### config.mk
export PLATFORM = sky130hd
export DESIGN_NAME = sjio_ctrl
export DESIGN_NICKNAME = d
export VERILOG_FILES = /design/src/sjio_pkg.sv /design/src/sjio_ctrl.sv
export SDC_FILE = /design/constraint.sdc
export NUM_CORES = 1
export LEC_CHECK = 0
export ABC_AREA = 1
export BUFFER_PORTS_ARGS = -buffer_cell sky130_fd_sc_hd__buf_2
export CAP_MARGIN = 20
export CORE_UTILIZATION = 53
export CTS_BUF_LIST = sky130_fd_sc_hd__clkbuf_4 sky130_fd_sc_hd__clkbuf_8
export DETAILED_ROUTE_END_ITERATION = 12
export PLACE_DENSITY = 0.88
export SLEW_MARGIN = 0
export SYNTH_ARGS = -nofsm -noshare
export SYNTH_HDL_FRONTEND = slang
export SYNTH_SLANG_ARGS = --single-unit
### constraint.sdc
create_clock -name clk_in -period 1.6 [get_ports clk_in]
set_clock_uncertainty 0.15 [all_clocks]
set_input_delay 0.08 -clock clk_in [delete_from_list [all_inputs] [get_ports clk_in]]
set_output_delay 0.08 -clock clk_in [all_outputs]
set_load 0.05 [all_outputs]
### src/sjio_pkg.sv
// Package of constants and types for the SRAM boundary-scan output control.
package sjio_pkg;

  // ==========================================================================
  // Instruction register and scan chain layout
  // ==========================================================================
  localparam int IR_W = 3;
  localparam int ID_W = 32;
  localparam int DQ_W = 36;
  localparam int IN_W = 71;
  localparam int BSR_LEN = 110;
  localparam int ECHO_POS = 0;
  localparam int ECHO_N_POS = 1;
  localparam int Q_POS = 2;
  localparam int IN_POS = 38;
  localparam int CTRL_POS = 109;
  localparam logic [2:0] IR_CAPTURE = 3'h1;
  localparam logic RESET_CTRL = 1'h0;

  // Instruction codes as loaded through the instruction register.
  typedef enum logic [IR_W-1:0] {
    ins_extest = 3'h0,
    ins_idcode = 3'h1,
    ins_sample_z = 3'h2,
    ins_vendor = 3'h3,
    ins_sample = 3'h4,
    ins_resv_a = 3'h5,
    ins_resv_b = 3'h6,
    ins_bypass = 3'h7
  } sjio_instr_t;

  // Test access port states, Gray coded along the scan paths.
  typedef enum logic [3:0] {
    tap_reset = 4'h0, tap_idle = 4'h1, tap_sel_dr = 4'h3, tap_cap_dr = 4'h2,
    tap_shift_dr = 4'h6, tap_exit1_dr = 4'h7, tap_pause_dr = 4'h5,
    tap_exit2_dr = 4'h4, tap_upd_dr = 4'hc, tap_sel_ir = 4'hd,
    tap_cap_ir = 4'hf, tap_shift_ir = 4'he, tap_exit1_ir = 4'ha,
    tap_pause_ir = 4'hb, tap_exit2_ir = 4'h9, tap_upd_ir = 4'h8
  } sjio_tap_t;

  // One set of output pin values: echo clock pair and read data.
  typedef struct packed {
    logic echo;
    logic echo_n;
    logic [DQ_W-1:0] q;
  } sjio_pins_t;

endpackage

### src/sjio_ctrl.sv
// Boundary-scan instruction decode and output pin control of a sync SRAM.
`timescale 1ns/10ps
// ============================================================================
// ============================================================================
module sjio_ctrl #(
  parameter logic [31:0] ID_VALUE = 32'h0a5a_5001 // Arbitrary value.
) (
  // Clock and reset.
  input wire logic clk_in,
  input wire logic rst_n_in,
  // Test access port pins.
  input wire logic tck_in,
  input wire logic tms_in,
  input wire logic tdi_in,
  output logic tdo_out,
  output logic tdo_oe_n_out,
  // SRAM core side, same clock.
  input wire sjio_pkg::sjio_pins_t sram_in,
  input wire logic sram_read_in,
  // Pad readback and input pins, from outside.
  input wire sjio_pkg::sjio_pins_t pad_in,
  input wire logic [sjio_pkg::IN_W-1:0] in_pins_in,
  // Output pins.
  output sjio_pkg::sjio_pins_t pins_out,
  output logic echo_oe_n_out,
  output logic q_oe_n_out
);

  // ==========================================================================
  // Input synchronisers
  // ==========================================================================
  logic [2:0] tap_m, tap_s;
  sjio_pkg::sjio_pins_t pad_m, pad_s;
  logic [sjio_pkg::IN_W-1:0] inp_m, inp_s;
  logic tck_d, tck_rise, tck_fall, tms_s, tdi_s;
  // Pins are asynchronous to clk_in, so each passes two flip-flops first.
  always_ff @(posedge clk_in) begin
    tap_m <= {tck_in, tms_in, tdi_in};
    tap_s <= tap_m;
    tck_d <= tap_s[2];
    pad_m <= pad_in;
    pad_s <= pad_m;
    inp_m <= in_pins_in;
    inp_s <= inp_m;
  end

  // The test clock is sampled; its edges become one-cycle strobes.
  assign tck_rise = tap_s[2] & ~tck_d;
  assign tck_fall = ~tap_s[2] & tck_d;
  assign tms_s = tap_s[1];
  assign tdi_s = tap_s[0];

  // ==========================================================================
  // Test access port state machine
  // ==========================================================================
  sjio_pkg::sjio_tap_t tap, next_tap, tap_step;
  // Standard sixteen-state walk, taken on each test clock rise.
  always_comb begin
    tap_step = tap;
    unique case (tap)
      sjio_pkg::tap_reset: tap_step = tms_s ? sjio_pkg::tap_reset
                                            : sjio_pkg::tap_idle;
      sjio_pkg::tap_idle: tap_step = tms_s ? sjio_pkg::tap_sel_dr
                                           : sjio_pkg::tap_idle;
      sjio_pkg::tap_sel_dr: tap_step = tms_s ? sjio_pkg::tap_sel_ir
                                             : sjio_pkg::tap_cap_dr;
      sjio_pkg::tap_cap_dr: tap_step = tms_s ? sjio_pkg::tap_exit1_dr
                                             : sjio_pkg::tap_shift_dr;
      sjio_pkg::tap_shift_dr: tap_step = tms_s ? sjio_pkg::tap_exit1_dr
                                               : sjio_pkg::tap_shift_dr;
      sjio_pkg::tap_exit1_dr: tap_step = tms_s ? sjio_pkg::tap_upd_dr
                                               : sjio_pkg::tap_pause_dr;
      sjio_pkg::tap_pause_dr: tap_step = tms_s ? sjio_pkg::tap_exit2_dr
                                               : sjio_pkg::tap_pause_dr;
      sjio_pkg::tap_exit2_dr: tap_step = tms_s ? sjio_pkg::tap_upd_dr
                                               : sjio_pkg::tap_shift_dr;
      sjio_pkg::tap_upd_dr: tap_step = tms_s ? sjio_pkg::tap_sel_dr
                                             : sjio_pkg::tap_idle;
      sjio_pkg::tap_sel_ir: tap_step = tms_s ? sjio_pkg::tap_reset
                                             : sjio_pkg::tap_cap_ir;
      sjio_pkg::tap_cap_ir: tap_step = tms_s ? sjio_pkg::tap_exit1_ir
                                             : sjio_pkg::tap_shift_ir;
      sjio_pkg::tap_shift_ir: tap_step = tms_s ? sjio_pkg::tap_exit1_ir
                                               : sjio_pkg::tap_shift_ir;
      sjio_pkg::tap_exit1_ir: tap_step = tms_s ? sjio_pkg::tap_upd_ir
                                               : sjio_pkg::tap_pause_ir;
      sjio_pkg::tap_pause_ir: tap_step = tms_s ? sjio_pkg::tap_exit2_ir
                                               : sjio_pkg::tap_pause_ir;
      sjio_pkg::tap_exit2_ir: tap_step = tms_s ? sjio_pkg::tap_upd_ir
                                               : sjio_pkg::tap_shift_ir;
      sjio_pkg::tap_upd_ir: tap_step = tms_s ? sjio_pkg::tap_sel_dr
                                             : sjio_pkg::tap_idle;
    endcase
    next_tap = tck_rise ? tap_step : tap;
  end
  always_ff @(posedge clk_in) begin
    if (!rst_n_in) begin
      tap <= sjio_pkg::tap_reset;
    end else begin
      tap <= next_tap;
    end
  end

  // ==========================================================================
  // Instruction register
  // ==========================================================================
  logic [sjio_pkg::IR_W-1:0] ir_sh, next_ir_sh;
  sjio_pkg::sjio_instr_t ir, next_ir;
  // Captures the fixed pattern, shifts lsb first, updates on the fall.
  always_comb begin
    next_ir_sh = ir_sh;
    next_ir = ir;
    if (tck_rise && tap == sjio_pkg::tap_cap_ir) begin
      next_ir_sh = sjio_pkg::IR_CAPTURE;
    end else if (tck_rise && tap == sjio_pkg::tap_shift_ir) begin
      next_ir_sh = {tdi_s, ir_sh[sjio_pkg::IR_W-1:1]};
    end
    if (tap == sjio_pkg::tap_reset) begin
      next_ir = sjio_pkg::ins_idcode;
    end else if (tck_fall && tap == sjio_pkg::tap_upd_ir) begin
      next_ir = sjio_pkg::sjio_instr_t'(ir_sh);
    end
  end
  always_ff @(posedge clk_in) begin
    if (!rst_n_in) begin
      ir_sh <= sjio_pkg::IR_CAPTURE;
      ir <= sjio_pkg::ins_idcode;
    end else begin
      ir_sh <= next_ir_sh;
      ir <= next_ir;
    end
  end

  // ==========================================================================
  // Data registers
  // ==========================================================================
  logic sel_bsr, sel_id, upd_en, byp, next_byp;
  logic [sjio_pkg::BSR_LEN-1:0] bsr_sh, next_bsr_sh, bsr_upd, next_bsr_upd;
  logic [sjio_pkg::ID_W-1:0] id_sh, next_id_sh;
  // Codes 011, 101 and 110 fall to bypass, so they never disturb the pins.
  assign sel_bsr = ir inside {sjio_pkg::ins_extest, sjio_pkg::ins_sample,
                              sjio_pkg::ins_sample_z};
  assign sel_id = ir == sjio_pkg::ins_idcode;
  assign upd_en = tck_fall && tap == sjio_pkg::tap_upd_dr &&
                  ir inside {sjio_pkg::ins_extest, sjio_pkg::ins_sample};
  // What the output cells capture, by instruction and SRAM activity.
  function automatic sjio_pkg::sjio_pins_t cap_out(
    input sjio_pkg::sjio_instr_t code, input logic rd,
    input sjio_pkg::sjio_pins_t core, input sjio_pkg::sjio_pins_t pad);
    sjio_pkg::sjio_pins_t v;
    v = pad;
    if (code == sjio_pkg::ins_sample) begin
      v.echo = core.echo;
      v.echo_n = core.echo_n;
      v.q = rd ? core.q : pad.q;
    end
    return v;
  endfunction
  // Capture on the rise in Capture-DR, shift on the rise in Shift-DR.
  always_comb begin
    next_bsr_sh = bsr_sh;
    next_bsr_upd = bsr_upd;
    next_id_sh = id_sh;
    next_byp = byp;
    if (tck_rise && tap == sjio_pkg::tap_cap_dr) begin
      {next_bsr_sh[sjio_pkg::ECHO_POS], next_bsr_sh[sjio_pkg::ECHO_N_POS],
       next_bsr_sh[sjio_pkg::Q_POS +: sjio_pkg::DQ_W]} =
        cap_out(ir, sram_read_in, sram_in, pad_s);
      next_bsr_sh[sjio_pkg::IN_POS +: sjio_pkg::IN_W] = inp_s;
      next_bsr_sh[sjio_pkg::CTRL_POS] = bsr_upd[sjio_pkg::CTRL_POS];
      next_id_sh = ID_VALUE;
      next_byp = 1'h0;
    end else if (tck_rise && tap == sjio_pkg::tap_shift_dr) begin
      if (sel_bsr) begin
        next_bsr_sh = {tdi_s, bsr_sh[sjio_pkg::BSR_LEN-1:1]};
      end else if (sel_id) begin
        next_id_sh = {tdi_s, id_sh[sjio_pkg::ID_W-1:1]};
      end else begin
        next_byp = tdi_s;
      end
    end
    if (upd_en) begin
      next_bsr_upd = bsr_sh;
    end
  end
  always_ff @(posedge clk_in) begin
    if (!rst_n_in) begin
      bsr_sh <= '0;
      bsr_upd <= '0;
      id_sh <= '0;
      byp <= 1'h0;
    end else begin
      bsr_sh <= next_bsr_sh;
      bsr_upd <= next_bsr_upd;
      id_sh <= next_id_sh;
      byp <= next_byp;
    end
  end

  // ==========================================================================
  // Serial output
  // ==========================================================================
  logic next_tdo, next_tdo_oe_n;
  // TDO moves on the test clock fall, so the far end samples a stable bit.
  always_comb begin
    next_tdo = tdo_out;
    next_tdo_oe_n = tdo_oe_n_out;
    if (tck_fall) begin
      next_tdo_oe_n = !(tap == sjio_pkg::tap_shift_dr ||
                        tap == sjio_pkg::tap_shift_ir);
      if (tap == sjio_pkg::tap_shift_ir) begin
        next_tdo = ir_sh[0];
      end else if (sel_bsr) begin
        next_tdo = bsr_sh[0];
      end else if (sel_id) begin
        next_tdo = id_sh[0];
      end else begin
        next_tdo = byp;
      end
    end
  end
  always_ff @(posedge clk_in) begin
    if (!rst_n_in) begin
      tdo_out <= 1'h0;
      tdo_oe_n_out <= 1'h1;
    end else begin
      tdo_out <= next_tdo;
      tdo_oe_n_out <= next_tdo_oe_n;
    end
  end

  // ==========================================================================
  // Output pin control
  // ==========================================================================
  sjio_pkg::sjio_pins_t next_pins;
  logic next_echo_oe_n, next_q_oe_n;
  // Normal operation lets the SRAM drive data only while it reads.
  always_comb begin
    next_pins = sram_in;
    next_echo_oe_n = 1'h0;
    next_q_oe_n = !sram_read_in;
    if (ir == sjio_pkg::ins_extest) begin
      next_pins.echo = bsr_upd[sjio_pkg::ECHO_POS];
      next_pins.echo_n = bsr_upd[sjio_pkg::ECHO_N_POS];
      next_pins.q = bsr_upd[sjio_pkg::Q_POS +: sjio_pkg::DQ_W];
      next_q_oe_n = !bsr_upd[sjio_pkg::CTRL_POS];
    end else if (ir == sjio_pkg::ins_sample_z) begin
      next_echo_oe_n = 1'h1;
      next_q_oe_n = 1'h1;
    end
  end
  always_ff @(posedge clk_in) begin
    if (!rst_n_in) begin
      pins_out <= '0;
      echo_oe_n_out <= 1'h0;
      q_oe_n_out <= 1'h1;
    end else begin
      pins_out <= next_pins;
      echo_oe_n_out <= next_echo_oe_n;
      q_oe_n_out <= next_q_oe_n;
    end
  end
endmodule

After elaboration in Yosys (flattened, before gate mapping)

Cells that the tools add are included.

Register bits: 530
Bits of input ports: 153
Output and inout port bits: 42
Logic and storage cells: 110

Equality and inequality tests: 19
Multiplexer cells: 29
Bitwise gates (word level): 7
Reductions and logical operators: 29

Operators by type and width:

| operator                                                              | count |
|---|---|
| 110-bit 2-to-1 mux                                                    | 3 |
| 28-bit 2-to-1 mux                                                     | 4 |
| 38-bit 2-to-1 mux                                                     | 2 |
| 4-bit one-hot mux with 12 select lines                                | 1 |
| 36-bit 2-to-1 mux                                                     | 1 |
| 4-bit equality test, second input constant                            | 8 |
| 4-bit by 3-bit equality test with 1-bit output, second input constant | 4 |
| 4-bit 2-to-1 mux                                                      | 4 |
| 2-bit OR reduction                                                    | 6 |
| 1-bit 2-to-1 mux                                                      | 9 |
| 3-bit AND reduction                                                   | 3 |
| 4-bit by 2-bit equality test with 1-bit output, second input constant | 2 |
| 2-bit nonzero test                                                    | 4 |
| 1-bit logical AND                                                     | 7 |
| 2-bit 2-to-1 mux                                                      | 3 |
| 3-bit 2-to-1 mux                                                      | 2 |
| 1-bit inverter                                                        | 5 |
| 4-bit by 1-bit equality test with 1-bit output, second input constant | 1 |
| 4-bit logical NOT                                                     | 1 |
| 3-bit by 1-bit equality test with 1-bit output, second input constant | 1 |
| 3-bit by 2-bit equality test with 1-bit output, second input constant | 1 |
| 3-bit equality test, second input constant                            | 1 |
| 1-bit logical NOT                                                     | 3 |
| 3-bit logical NOT                                                     | 1 |
| 6 further kinds                                                       | 7 |

Logic depth before layout (Yosys ltp)

Depth in word-level cells: 5
Mapped depth: 10
Gate-level depth less buffers: 9

Worst setup path before layout

Ideal clock, no wire load.

Path kind: register -> register
From: reg tap_s[2]
To: reg bsr_sh[28] in the netlist's numbering
Setup time: 0.117 ns
Arrival time: 1.474 ns
Required time: 1.333 ns
Slack: -0.142 ns
Stages on the path, launching flop included: 11
Buffers on the path: 3
Clock period less this slack: 1.742 ns
Path through: dfxtp_1 inv_2 nor2_2 nand3_2 o21ai_2 buf_6 inv_2 buf_6 buf_6 nor2_1 nor2_1

Cells in the longest elaborated chain, start to end: 4
Elaborated cells on any way between the ends: 7
Those cells by class: 1 x mux; 1 x bitwise; 5 x reduce/logical

Ends and longest elaborated chain:

| what                                 | RTL line                           | RTL |
|---|---|---|
| start: declaration                   | sjio_ctrl.sv:32                    | `logic [2:0] tap_m, tap_s;` |
| start signal: assignment             | sjio_ctrl.sv:39                    | `tap_s <= tap_m;` |
| 1-bit bitwise AND (*)                | sjio_ctrl.sv:48                    | `assign tck_rise = tap_s[2] & ~tck_d;` |
| 1-bit logical AND (on tied branches) | sjio_ctrl.sv:165, sjio_ctrl.sv:173 |  |
| 2-bit nonzero test (no line)         | -                                  |  |
| 2-bit AND reduction (no line)        | -                                  |  |
| end signal: assignment               | sjio_ctrl.sv:193                   | `bsr_sh <= next_bsr_sh;` |
| end: declaration                     | sjio_ctrl.sv:138                   | `logic [sjio_pkg::BSR_LEN-1:0] bsr_sh, next_bsr_sh, bsr_upd, next_bsr_upd;` |

Mark *: on every way between the ends. The rest lies on a longest branch, timed or not.
A chain may end at the register's enable or synchronous reset.

Worst setup path after layout

From: reg tap[3]
To: reg bsr_sh[69] in the netlist's numbering

Cells in the longest elaborated chain, start to end: 4
Elaborated cells on any way between the ends: 8
Those cells by class: 2 x eq/ne; 1 x mux; 5 x reduce/logical

Ends and longest elaborated chain:

| what                                                                                                             | RTL line                           | RTL |
|---|---|---|
| start: declaration                                                                                               | sjio_ctrl.sv:56                    | `sjio_pkg::sjio_tap_t tap, next_tap, tap_step;` |
| start signal: assignment                                                                                         | sjio_ctrl.sv:98                    | `tap <= sjio_pkg::tap_reset;` |
| start signal: assignment                                                                                         | sjio_ctrl.sv:100                   | `tap <= next_tap;` |
| 4-bit by 2-bit equality test with 1-bit output or 4-bit by 3-bit equality test with 1-bit output (tied branches) | sjio_ctrl.sv:165, sjio_ctrl.sv:173 |  |
| 1-bit logical AND (on tied branches)                                                                             | sjio_ctrl.sv:165, sjio_ctrl.sv:173 |  |
| 2-bit nonzero test (no line)                                                                                     | -                                  |  |
| 2-bit AND reduction (no line)                                                                                    | -                                  |  |

Several ways; a longest one is shown, not always the timed one.

==> qor.csv <==
stage;metric;value;unit
outcome;status;complete, but fails checks;
outcome;violations;negative setup slack;
cts;cts_root_buf;clkbuf_8;
yosys;synthFlopType;dfxtp_1;
yosys;synth_fp_nets;1870;
finish;drive_above_1_share;25.76;%
cts;htree_levels;3;
routing;route.detailed.wl_per_inst;20.38;um
sta;fin_hold_ws;0.05274;ns
power;total_power;24.54;mW
setup_path;critical_path_class;reg2reg;
grt;gr-total-overflow;0;
sta;fin_crit;1.934;ns
cts;cts_tree;built;
sta;drv_slew;0;
yosys;post-synth-top-count-cell;dfxtp_1;
setup_path;cp-end-kind;flip-flop;
placed_design;dp_slack;-0.2216;ns
yosys;async_reset_ff_share;0;%
sta;rsz0062_at_grt;yes;
cts;clock-sinks;459;
die;dieArea;28240;um2
setup_path;crit_family;simple AND/OR/NAND/NOR gates;
cts;insertion_delay;0.62;ns
yosys;avgSynthCellArea;8.512;um2
setup_path;path_buf_inv;1;
placed_design;place.gp.congestion;0.8451;
yosys;synth_top_area_share;62.87;%
die;core;27030;um2
routing;drt_first_pass_iters;7;
finish;fin_area;22090;um2
placed_design;dpl_cell_area;16230;um2
routing;drtIter0Drc;2570;
sta;max_freq;517.0;MHz
setup_path;cp.required;1.96;ns
yosys;ys_seq_elements;459;
sta;fin_crit_sh;120.9;%
routing;wl;53820;um
sta;setup_viol;151;
yosys;synth_top_area_cell;dfxtp_1;
routing;drtAntennaViolNets;0;
setup_path;path_max_fanout;53;
setup_path;startpoint_type;flip-flop;
grt;grt_antenna_before_repair;2;
yosys;ys_warn_count;0;
setup_path;cp_slowest_stage_delay;0.40;ns
power;ir_drop;1.425;mV
power;powerDensity;1111;nW/um2
power;p_leak;9.342;nW
grt;track_usage;31.66;%
placed_design;place.port_buffers;194;
die;io_pins;195;
cts;cts_buffer_depth;3;
sta;setup_tns;-21.13;ns
die;fp.dieW;168.1;um
job;drv_cap;0;
yosys;synth_edf_count;0;
sta;tightest_slew;0.4906;ns
yosys;syn_inst;1717;
worst_hold_path;hp-class;in2reg;
die;die_h;168.1;um
yosys;synth_area_leaders;dfxtp_1 63%, nor2_1 9.7%, nand2_1 7.8%, o21ai_0 6.3%, nand3_1 2.7%;
sta;fin_ws;-0.3342;ns
setup_path;arrival;2.30;ns
grt;grt_pass1_vias;14370;
grt;grt_max_degree;82;
cts;numCtsBuffers;71;
routing;vias_per_cell;5.662;
finish;area_growth;51.16;%
routing;drc;0;
setup_path;path_cells;nor2_4 -> nand3_4 -> clkbuf_8 -> nand2_1 -> nand3_2 -> o21ai_2 -> nor2_1;
die;rows;60;
placed_design;hpwl;20020;um
die;initial_core_util;54.08;%
sta;relSlewSlack;67.02;%
finish;nets;2400;
yosys;synth_common_cells;459 x dfxtp_1, 379 x nor2_1, 303 x nand2_1;
yosys;yosysSeqAreaShare;62.87;%
grt;grt_pass1_wl;70960;um
sta;hold_violations;0;
cts;path_clk_slew;0.07;ns
yosys;synth_cell_type_count;27;
yosys;synth.cell_area;14620;um2
setup_path;slowest_stage;dfxtp_2;
routing;vias;14950;
[area by class of cell]
| cell class | count | area (um2) |
|---|---|---|
| clock inverters | 16 | 227.7 |
| diodes | 2 | 5.005 |
| well taps | 341 | 426.7 |
| flip-flops and latches | 459 | 9205 |
| repair buffers | 556 | 5140 |
| repair inverters | 3 | 22.52 |
| fillers | 1402 | 4933 |
| clock buffers | 108 | 1380 |
| multi-input cells | 1085 | 5378 |
| inverters | 71 | 307.8 |
[per-stage QoR]
step / cells / util, %
floorplan: 1717 / -
global placement: 2211 / 60.04
detailed placement: 2211 / 60.04
CTS: 2616 / 77.67
global route: 2641 / 81.75
finish: 2641 / 81.75
[power by group]
group | internal [mW] | total (mW) | switching (mW)
Sequential | 11.8 | 12.0 | 0.155
Clock | 6.22 | 11.1 | 4.91
Combinational | 0.737 | 1.46 | 0.722
[state kept, by name (all words and copies together), names as in the netlist, 3 cells and up]
register and cells:
tap 4, tap_s 3, inp_s 71, pad_m 38, tap_m 3, bsr_sh 110
pins_out 38, inp_m 71, ir_sh 3, bsr_upd 39, ir 3, pad_s 38
id_sh 32
[cell families after synthesis]
family | synth area share, %
compound gates | 10.77
flops | 62.87
buf+inv | 5.470
simple gates | 20.89
[cells in the final DEF (no fill, tap or decap), types with 16 or more instances in the layout]
| master | synthesis | final |
|---|---|---|
| a21oi_1 | 45 | 40 |
| buf_12 | 1 | 24 |
| buf_2 | 22 | 195 |
| buf_4 | 7 | 36 |
| clkbuf_4 | 0 | 17 |
| clkbuf_8 | 0 | 92 |
| dfxtp_1 | 459 | 450 |
| dlygate4sd3_1 | 0 | 262 |
| inv_1 | 66 | 59 |
| nand2_1 | 303 | 298 |
| nand3_1 | 80 | 31 |
| nand3_2 | 2 | 42 |
| nor2_1 | 379 | 349 |
| nor2_2 | 4 | 19 |
| nor2_4 | 1 | 16 |
| o21ai_0 | 185 | 129 |
| o21ai_1 | 72 | 79 |
| o21ai_2 | 2 | 48 |
[timing repair]
item | CTS | global route
gates resized for setup | 71 | 224
buffers inserted | 10 | 8
hold buffers | 262 | 0
pin swaps | 5 | 18
gates cloned | 9 | 18
setup endpoints to repair | 187 | 221
hold endpoints to repair | 266 | 0
[routing by layer]
metal / routed length, um / GRT usage, % / vias to the layer above / part of all wire [%]
li1: - / - / 6551 / -
met4: 4048 / 18.30 / 0 / 7.5
met5: 0 / 0 / - / 0
met3: 5129 / 6.182 / 359 / 9.5
met2: 26900 / 57.74 / 1217 / 50
met1: 17750 / 34.17 / 6827 / 33
[path summary, 6_finish.rpt]
| check | startpoint | end | slack, ns | cells past startpoint |
|---|---|---|---|---|
| setup reg to reg | tap[3]$_SDFFE_PN0P_ | bsr_sh[69]$_SDFFE_PN0P_ | -0.33 | 7 |
| setup / recovery | tap[3]$_SDFFE_PN0P_ | bsr_sh[69]$_SDFFE_PN0P_ | -0.33 | 7 |
| hold reg to reg | pad_m[8]$_DFF_P_ | pad_s[8]$_DFF_P_ | 0.15 | 0 |
| hold / removal | pad_in[36] | pad_m[36]$_DFF_P_ | 0.05 | 2 |
Power figures use the tool's default switching activity.
